<file path="src/i2c_cond_map.svh">
`ifndef I2C_COND_MAP_SVH
`define I2C_COND_MAP_SVH

// ----------------------------------------------------------------------------
// Timing
// ----------------------------------------------------------------------------
`define CLK_PERIOD_NS   8
`define HOLD_SHORT_NS   100
`define HOLD_LONG_NS    300
`define HOLD_SHORT_CYC  ((`HOLD_SHORT_NS + `CLK_PERIOD_NS - 1) / `CLK_PERIOD_NS)
`define HOLD_LONG_CYC   ((`HOLD_LONG_NS + `CLK_PERIOD_NS - 1) / `CLK_PERIOD_NS)
`define HOLD_CNT_W      6

// ----------------------------------------------------------------------------
// Address fields
// ----------------------------------------------------------------------------
`define TEN_HIGH_PREFIX 5'h1E
`define TEN_PREFIX_MSB  7
`define TEN_PREFIX_LSB  3
`define TEN_UPPER_MSB   2
`define TEN_UPPER_LSB   1
`define RW_BIT          0

// ----------------------------------------------------------------------------
// Reset values
// ----------------------------------------------------------------------------
`define RST_LINE        1'h1
`define RST_FLAG        1'h0

`endif

</file>
<file path="src/i2c_cond_pkg.sv">
package i2c_cond_pkg;

   typedef enum logic [2:0] {
      ADDR_IDLE,
      ADDR_FIRST,
      ADDR_LOW,
      ADDR_RX,
      ADDR_TX
   } addr_state_t;

   typedef logic [7:0] byte_t;

endpackage : i2c_cond_pkg

</file>
<file path="src/i2c_bus_condition_logic.sv">
`timescale 1ns/1ps
`include "i2c_cond_map.svh"

module i2c_bus_condition_logic (
   input  wire logic                core_clk_i,
   input  wire logic                rst_n_i,
   input  wire logic                port_enable_bit_i,
   input  wire logic                i2c_mode_i,
   input  wire logic                ten_bit_mode_i,
   input  wire logic                sda_hold_select_i,
   input  wire i2c_cond_pkg::byte_t slave_address_register_i,
   input  wire i2c_cond_pkg::byte_t rx_byte_i,
   input  wire logic                rx_byte_valid_i,
   input  wire logic                sda_bit_req_i,
   input  wire logic                transmitting_i,
   input  wire logic                start_req_i,
   input  wire logic                scl_low_req_i,
   input  wire logic                tx_data_loaded_i,
   input  wire logic                collision_clr_i,
   input  wire logic                sda_i,
   input  wire logic                scl_i,
   output logic                     sda_o,
   output logic                     sda_oe_n_o,
   output logic                     scl_o,
   output logic                     scl_oe_n_o,
   output logic                     bus_active_o,
   output logic                     start_det_o,
   output logic                     stop_det_o,
   output logic                     restart_det_o,
   output logic                     collision_o,
   output logic                     write_req_o,
   output logic                     read_req_o,
   output logic                     prior_match_o,
   output logic                     tx_mode_o,
   output logic                     rx_mode_o,
   output logic                     expect_addr_o,
   output logic                     scl_stretch_o
);
   import i2c_cond_pkg::*;

   // -------------------------------------------------------------------------
   // State
   // -------------------------------------------------------------------------
   typedef struct packed {
      logic                   sda_m;
      logic                   sda_s;
      logic                   sda_p;
      logic                   scl_m;
      logic                   scl_s;
      logic                   scl_p;
      logic                   active;
      logic                   low_seen;
      logic                   start_p;
      logic                   stop_p;
      logic                   restart_p;
      logic                   coll;
      logic                   start_gen;
      logic [`HOLD_CNT_W-1:0] hold_cnt;
      logic                   sda_rel;
      logic                   scl_rel;
      logic                   pin_data;
      addr_state_t            addr_st;
      logic                   prior;
      logic                   write_p;
      logic                   read_p;
      logic                   stretch;
      logic                   tx_m;
      logic                   rx_m;
      logic                   exp_a;
   } state_t;

   // Counts round up, so the hold on the pins is never shorter than asked.
   localparam logic [`HOLD_CNT_W-1:0] HOLD_SHORT = `HOLD_CNT_W'(`HOLD_SHORT_CYC);
   localparam logic [`HOLD_CNT_W-1:0] HOLD_LONG  = `HOLD_CNT_W'(`HOLD_LONG_CYC);

   state_t st;
   state_t next_st;

   logic enabled;
   logic scl_fall;
   logic start_cond;
   logic stop_cond;
   logic hi_match;
   logic rw;

   // -------------------------------------------------------------------------
   // Next state
   // -------------------------------------------------------------------------
   always_comb begin
      next_st = st;
      next_st.start_p   = 1'h0;
      next_st.stop_p    = 1'h0;
      next_st.restart_p = 1'h0;
      next_st.write_p   = 1'h0;
      next_st.read_p    = 1'h0;

      enabled = port_enable_bit_i & i2c_mode_i;

      // ----------------------------------------------------------------------
      // Synchronisers
      // ----------------------------------------------------------------------
      // Only the second stage feeds logic; the first stage may be metastable.
      // The third stage is kept only to compare against for edge detection.
      next_st.sda_m = sda_i;
      next_st.sda_s = st.sda_m;
      next_st.sda_p = st.sda_s;
      next_st.scl_m = scl_i;
      next_st.scl_s = st.scl_m;
      next_st.scl_p = st.scl_s;

      scl_fall   = st.scl_p & ~st.scl_s;
      start_cond = st.scl_s & st.scl_p & st.sda_p & ~st.sda_s;
      stop_cond  = st.scl_s & st.scl_p & ~st.sda_p & st.sda_s;

      rw       = rx_byte_i[`RW_BIT];
      hi_match = (rx_byte_i[`TEN_PREFIX_MSB:`TEN_PREFIX_LSB] == `TEN_HIGH_PREFIX) &&
                 (rx_byte_i[`TEN_UPPER_MSB:`TEN_UPPER_LSB] ==
                  slave_address_register_i[`TEN_UPPER_MSB:`TEN_UPPER_LSB]);

      // ----------------------------------------------------------------------
      // Bus state and conditions
      // ----------------------------------------------------------------------
      // Any synchronised SCL low arms the next Stop or Restart.
      if (!st.scl_s) begin
         next_st.low_seen = 1'h1;
      end
      if (start_cond) begin
         next_st.active   = 1'h1;
         next_st.low_seen = 1'h0;
         if (st.active && st.low_seen) begin
            next_st.restart_p = 1'h1;
         end else begin
            next_st.start_p = 1'h1;
         end
      end else if (stop_cond && st.low_seen) begin
         // A Stop without an SCL low since the Start is not a Stop at all.
         next_st.stop_p   = 1'h1;
         next_st.active   = 1'h0;
         next_st.low_seen = 1'h0;
      end else if (!st.active && !st.sda_s && !st.scl_s) begin
         // Both lines low with no Start seen means someone already owns the bus.
         next_st.active = 1'h1;
      end

      // ----------------------------------------------------------------------
      // Collision
      // ----------------------------------------------------------------------
      // Set beats clear, so a collision that meets a clear is never lost.
      if (collision_clr_i) begin
         next_st.coll = 1'h0;
      end
      if (enabled && transmitting_i && st.sda_rel && !st.sda_s && st.scl_s) begin
         next_st.coll = 1'h1;
      end

      // ----------------------------------------------------------------------
      // Start generation
      // ----------------------------------------------------------------------
      // A request on a busy bus is ignored; software waits for a Stop first.
      if (enabled && start_req_i && !st.active) begin
         if (!st.sda_s) begin
            next_st.coll = 1'h1;
         end else begin
            next_st.start_gen = 1'h1;
         end
      end
      if (start_cond || !enabled) begin
         next_st.start_gen = 1'h0;
      end

      // ----------------------------------------------------------------------
      // SDA hold
      // ----------------------------------------------------------------------
      // The count starts at the synchronised fall, so the hold on the pins is three cycles longer.
      if (scl_fall) begin
         next_st.hold_cnt = sda_hold_select_i ? HOLD_LONG : HOLD_SHORT;
      end else if (st.hold_cnt != '0) begin
         next_st.hold_cnt = st.hold_cnt - `HOLD_CNT_W'(1);
      end

      if (!enabled) begin
         next_st.sda_rel = 1'h1;
      end else if (next_st.start_gen) begin
         next_st.sda_rel = 1'h0;
      end else if (!scl_fall && st.hold_cnt == '0) begin
         next_st.sda_rel = sda_bit_req_i;
      end

      // ----------------------------------------------------------------------
      // Address matching and slave direction
      // ----------------------------------------------------------------------
      if (start_cond) begin
         next_st.addr_st = ADDR_FIRST;
         next_st.stretch = 1'h0;
      end else if (stop_cond && st.low_seen) begin
         next_st.addr_st = ADDR_IDLE;
         next_st.prior   = 1'h0;
         next_st.stretch = 1'h0;
      end else if (rx_byte_valid_i) begin
         unique case (st.addr_st)
            ADDR_FIRST: begin
               if (!ten_bit_mode_i) begin
                  if (rx_byte_i[7:1] == slave_address_register_i[7:1]) begin
                     if (rw) begin
                        next_st.addr_st = ADDR_TX;
                        next_st.read_p  = 1'h1;
                        next_st.stretch = 1'h1;
                     end else begin
                        next_st.addr_st = ADDR_RX;
                        next_st.write_p = 1'h1;
                     end
                  end else begin
                     next_st.addr_st = ADDR_IDLE;
                  end
               end else if (!hi_match) begin
                  next_st.addr_st = ADDR_IDLE;
                  next_st.prior   = 1'h0;
               end else if (!rw) begin
                  next_st.addr_st = ADDR_LOW;
                  next_st.prior   = 1'h0;
               end else if (st.prior) begin
                  // A read is honoured only after a full write match earlier.
                  next_st.addr_st = ADDR_TX;
                  next_st.read_p  = 1'h1;
                  next_st.stretch = 1'h1;
               end else begin
                  next_st.addr_st = ADDR_IDLE;
               end
            end
            ADDR_LOW: begin
               // The low byte is compared in all eight bits.
               if (rx_byte_i == slave_address_register_i) begin
                  next_st.addr_st = ADDR_RX;
                  next_st.write_p = 1'h1;
                  next_st.prior   = 1'h1;
               end else begin
                  next_st.addr_st = ADDR_IDLE;
               end
            end
            // Bytes that arrive outside an address phase are data and are ignored here.
            ADDR_IDLE,
            ADDR_RX,
            ADDR_TX: begin
               next_st.addr_st = st.addr_st;
            end
            default: begin
               // An illegal code falls back to idle rather than locking up.
               next_st.addr_st = ADDR_IDLE;
            end
         endcase
      end

      // A load that meets a new read request leaves the stretch set; the request wins.
      if (tx_data_loaded_i && !next_st.read_p) begin
         next_st.stretch = 1'h0;
      end
      if (!enabled) begin
         next_st.addr_st = ADDR_IDLE;
         next_st.prior   = 1'h0;
         next_st.stretch = 1'h0;
      end

      // ----------------------------------------------------------------------
      // Pin drive
      // ----------------------------------------------------------------------
      // Holding SCL low stalls every agent on the bus.
      next_st.scl_rel  = ~(enabled & (next_st.stretch | scl_low_req_i));
      next_st.pin_data = 1'h0;

      // ----------------------------------------------------------------------
      // Registered mode outputs
      // ----------------------------------------------------------------------
      next_st.tx_m  = (next_st.addr_st == ADDR_TX);
      next_st.rx_m  = (next_st.addr_st == ADDR_RX);
      next_st.exp_a = (next_st.addr_st == ADDR_FIRST) | (next_st.addr_st == ADDR_LOW);
   end

   // -------------------------------------------------------------------------
   // Registers
   // -------------------------------------------------------------------------
   always_ff @(posedge core_clk_i or negedge rst_n_i) begin
      if (!rst_n_i) begin
         st           <= '0;
         // Line stages reset to the idle level, so no false edge follows reset.
         st.sda_m     <= `RST_LINE;
         st.sda_s     <= `RST_LINE;
         st.sda_p     <= `RST_LINE;
         st.scl_m     <= `RST_LINE;
         st.scl_s     <= `RST_LINE;
         st.scl_p     <= `RST_LINE;
         st.sda_rel   <= `RST_LINE;
         st.scl_rel   <= `RST_LINE;
         st.coll      <= `RST_FLAG;
         st.addr_st   <= ADDR_IDLE;
      end else begin
         st <= next_st;
      end
   end

   // -------------------------------------------------------------------------
   // Outputs
   // -------------------------------------------------------------------------
   // Pins are only ever pulled low or released; the data bit stays zero.
   assign sda_o         = st.pin_data;
   assign scl_o         = st.pin_data;
   assign sda_oe_n_o    = st.sda_rel;
   assign scl_oe_n_o    = st.scl_rel;
   assign bus_active_o  = st.active;
   assign start_det_o   = st.start_p;
   assign stop_det_o    = st.stop_p;
   assign restart_det_o = st.restart_p;
   assign collision_o   = st.coll;
   assign write_req_o   = st.write_p;
   assign read_req_o    = st.read_p;
   assign prior_match_o = st.prior;
   // Mode outputs are registered too, so nothing downstream sees a decode glitch.
   assign tx_mode_o     = st.tx_m;
   assign rx_mode_o     = st.rx_m;
   assign expect_addr_o = st.exp_a;
   assign scl_stretch_o = st.stretch;

endmodule : i2c_bus_condition_logic

</file>
<file path="config.mk">
export PLATFORM = sky130hd
export DESIGN_NAME = i2c_bus_condition_logic
export DESIGN_NICKNAME = d
export VERILOG_FILES = /design/src/i2c_cond_pkg.sv /design/src/i2c_bus_condition_logic.sv
export VERILOG_INCLUDE_DIRS = /design/src
export SDC_FILE = /design/constraint.sdc
export NUM_CORES = 1
export LEC_CHECK = 0
export CAP_MARGIN = 10
export CORE_MARGIN = 3
export CORE_UTILIZATION = 60
export DETAILED_ROUTE_END_ITERATION = 8
export DONT_BUFFER_PORTS = 1
export HOLD_SLACK_MARGIN = 0.15
export PLACE_DENSITY_LB_ADDON = 0.05
export SLEW_MARGIN = 30
export SYNTH_ARGS = -nofsm -noshare
export SYNTH_HDL_FRONTEND = slang
export SYNTH_SLANG_ARGS = --single-unit
</file>
<file path="constraint.sdc">
create_clock -name core_clk_i -period 2.1 [get_ports core_clk_i]
set_input_delay 0.525 -clock core_clk_i [delete_from_list [all_inputs] [get_ports core_clk_i]]
set_output_delay 0.525 -clock core_clk_i [all_outputs]
set_load 0.1 [all_outputs]
</file>
==> metrics.cfg <==
[layout]
largest_reg_flops=13
final_layout_size_suffix_gt1_share_pct=23.08
fin_area_um2=1733
mostFrequentLayoutCells=dfrtp_1, nor2_1, buf_4
fill_cells=162
fin_nets=200
syn2layout_area_growth_pct=16.48
num_antenna_cells=0
top_register=st
final_common_cell=dfrtp_1
finish.utilization_pct=76.14

[critical_path]
cp-startpoint=next_st[29]
worstPathRequired_ns=2.34
critPathKind=reg2reg
reg2reg_to=expect_addr_o
ff2ff_setup_slack_ns=0.30
cp-start-kind=flip-flop
critPathArrivalTime_ns=2.04
worstPathMaxFanout=8
cp-end-kind=flip-flop
reg2reg_depth=6
r2r_start=next_st[29]

[run]
maxCapViolations=0

[timing]
timing.final.ws_setup_ns=0.3029
final-max-slew-violation-count=0
final.setup.tns_ns=0
rsz0062_at_grt=no
max_freq_mhz=556.4
tightest_slew_ns=0.5216
period_needed_ns=1.797
maxSlewHeadroom_pct=65.23
hold_viol_final=0
period_share_pct=85.58
skew_ns=0.008546
setup_viol=0

[route]
drc=0
final_antenna_net_count=0
vias=1162
initialDrtViolationCount=21
first_pass_iters=4
wl_per_cell_um=15.02
viasPerCell=5.898
wirelength_um=2959

[clock_tree]
root_buffer=clkbuf_4
cts-buffers-inserted=5
cts_sinks=31
h-tree-depth=2
cts_setup_buffers=0
cts_buffer_depth=2
cts_tree=built
clk_pin_slew_ns=0.10
clock_latency_ns=0.33

[worst_hold_path]
min-delay-start=scl_i
whs_endpoint=next_st[27]
hp-class=in2reg
whs_path_depth=0

[grt]
grt_max_degree=32
antenna_found_initial=0
first_global_vias=1159
track_usage_pct=21.58
grt_pass1_wl_um=5237
gr-total-overflow=0

[logic_synthesis]
synth.top_cell.area_share_pct=38.69
synth_top_cell_by_area=dfrtp_1
synth_area_leaders=dfrtp_1, dfstp_2, xor2_1
ys_seq_area_share_pct=52.82
avgSynthCellArea_um2=10.19
syn_area_um2=1488
yosys.cell_types.count=40
ys_warn_count=0
synth-seq-cells=31
synthCells=146

[floorplanning]
start_util_pct=65.37
core_area_um2=2276
io_pins=47
num_rows=17
fp.dieW_um=55.80
die_h_um=55.80
dieArea_um2=3113

[place]
gp_congestion=0.8030
placed_area_um2=1617
dp_slack_ns=0.2300
dpl.hpwl_um=2230
io_buffers=0

[power]
p_leak_uw=0.0007766
p_per_area_nw_per_um2=870.6
peakVddDrop_uv=627.2

[status]
outcome=finished clean

## logic make-up (layout without fill, tap and decap cells)
family	count (synthesis)	in the layout	synth area share [%]
XOR/XNOR	11	11	6.477
adder cells (fa/ha/maj)	1	1	0.8409
buffers and inverters	12	34	3.532
other	1	2	0.2521
AO/OA/AOI/OAI	33	33	14.80
AND/OR/NAND/NOR	56	56	20.61
flip-flops	31	31	52.82
multiplexers	1	1	0.6729
## metal layers
| metal | routed length [µm] | up-vias | GRT usage (%) |
|---|---|---|---|
| met5 | 0 | - | 0 |
| met4 | 43 | 0 | 7.292 |
| met3 | 242 | 8 | 8.353 |
| met2 | 1457 | 46 | 35.47 |
| met1 | 1215 | 547 | 25.84 |
| li1 | - | 561 | - |
## final cells by class
cell class	count	area (µm²)	area share [%]
flip-flops and latches	31	785.8	45.34
clock inverters	2	35.03	2.022
repair buffers	16	135.1	7.798
clock buffers	6	51.30	2.960
multi-input cells	104	653.1	37.69
inverters	10	37.54	2.166
well taps	28	35.03	2.022
## timing repair
action                    in CTS  in global routing
hold buffers                   2                  0
hold endpoints to repair      31                  0
resized for setup              0                  0
## cell usage after synthesis, drive strengths merged
| cell | count |
|---|---|
| xor2 | 9 |
| o2111a | 1 |
| dfstp | 8 |
| xnor2 | 2 |
| nor4 | 2 |
| a311oi | 2 |
| nand3b | 1 |
| a31oi | 3 |
| nand2b | 4 |
| nor2 | 14 |
| o21bai | 1 |
| a21oi | 13 |
| and2 | 1 |
| nor2b | 2 |
| nand2 | 6 |
| nor3b | 1 |
| nand4bb | 1 |
| and3 | 2 |
| mux2i | 1 |
| nor3 | 12 |
| o32ai | 1 |
| o31a | 1 |
| nand4 | 2 |
| a32o | 1 |
| o21ai | 5 |
| buf | 2 |
| ha | 1 |
| or3 | 1 |
| conb | 1 |
| a21o | 1 |
| inv | 10 |
| dfrtp | 23 |
| o31ai | 2 |
| o211ai | 2 |
| or2 | 3 |
| nand3 | 3 |
| nor4b | 1 |
## worst max-delay path: stages, from the launching register on
cell	delay [ns]
dfstp_2	0.59
nand3b_1	0.13
a21oi_2	0.35
or2_2	0.21
a21o_1	0.11
inv_1	0.06
nor4_1	0.25
## where the power goes
group | total [µW] | switching, µW | internal (µW)
Combinational | 289 | 180 | 109
Clock | 484 | 202 | 281
Sequential | 736 | 65.1 | 671
Total | 1510 | 448 | 1060
## stage by stage
| stage | power [µW] | std cells | hold WS, ns |
|---|---|---|---|
| after floorplan | 965.2 | 147 | 0.2294 |
| after global placement | 1007 | 187 | 0.2300 |
| after detailed placement | 1020 | 187 | 0.2300 |
| after CTS | 1515 | 197 | 0.1714 |
| after global routing | 1595 | 197 | 0.1536 |
| final | 1509 | 197 | 0.1814 |
## worst max path at each step
stage / to / cells past startpoint
6_report: expect_addr_o / 6
5_1_grt: rx_mode_o / 6
4_1_cts: expect_addr_o / 6
3_5_place_dp: expect_addr_o / 6
3_3_place_gp: expect_addr_o / 6
2_1_floorplan: rx_mode_o / 6
(Power assumes the default switching activity.)
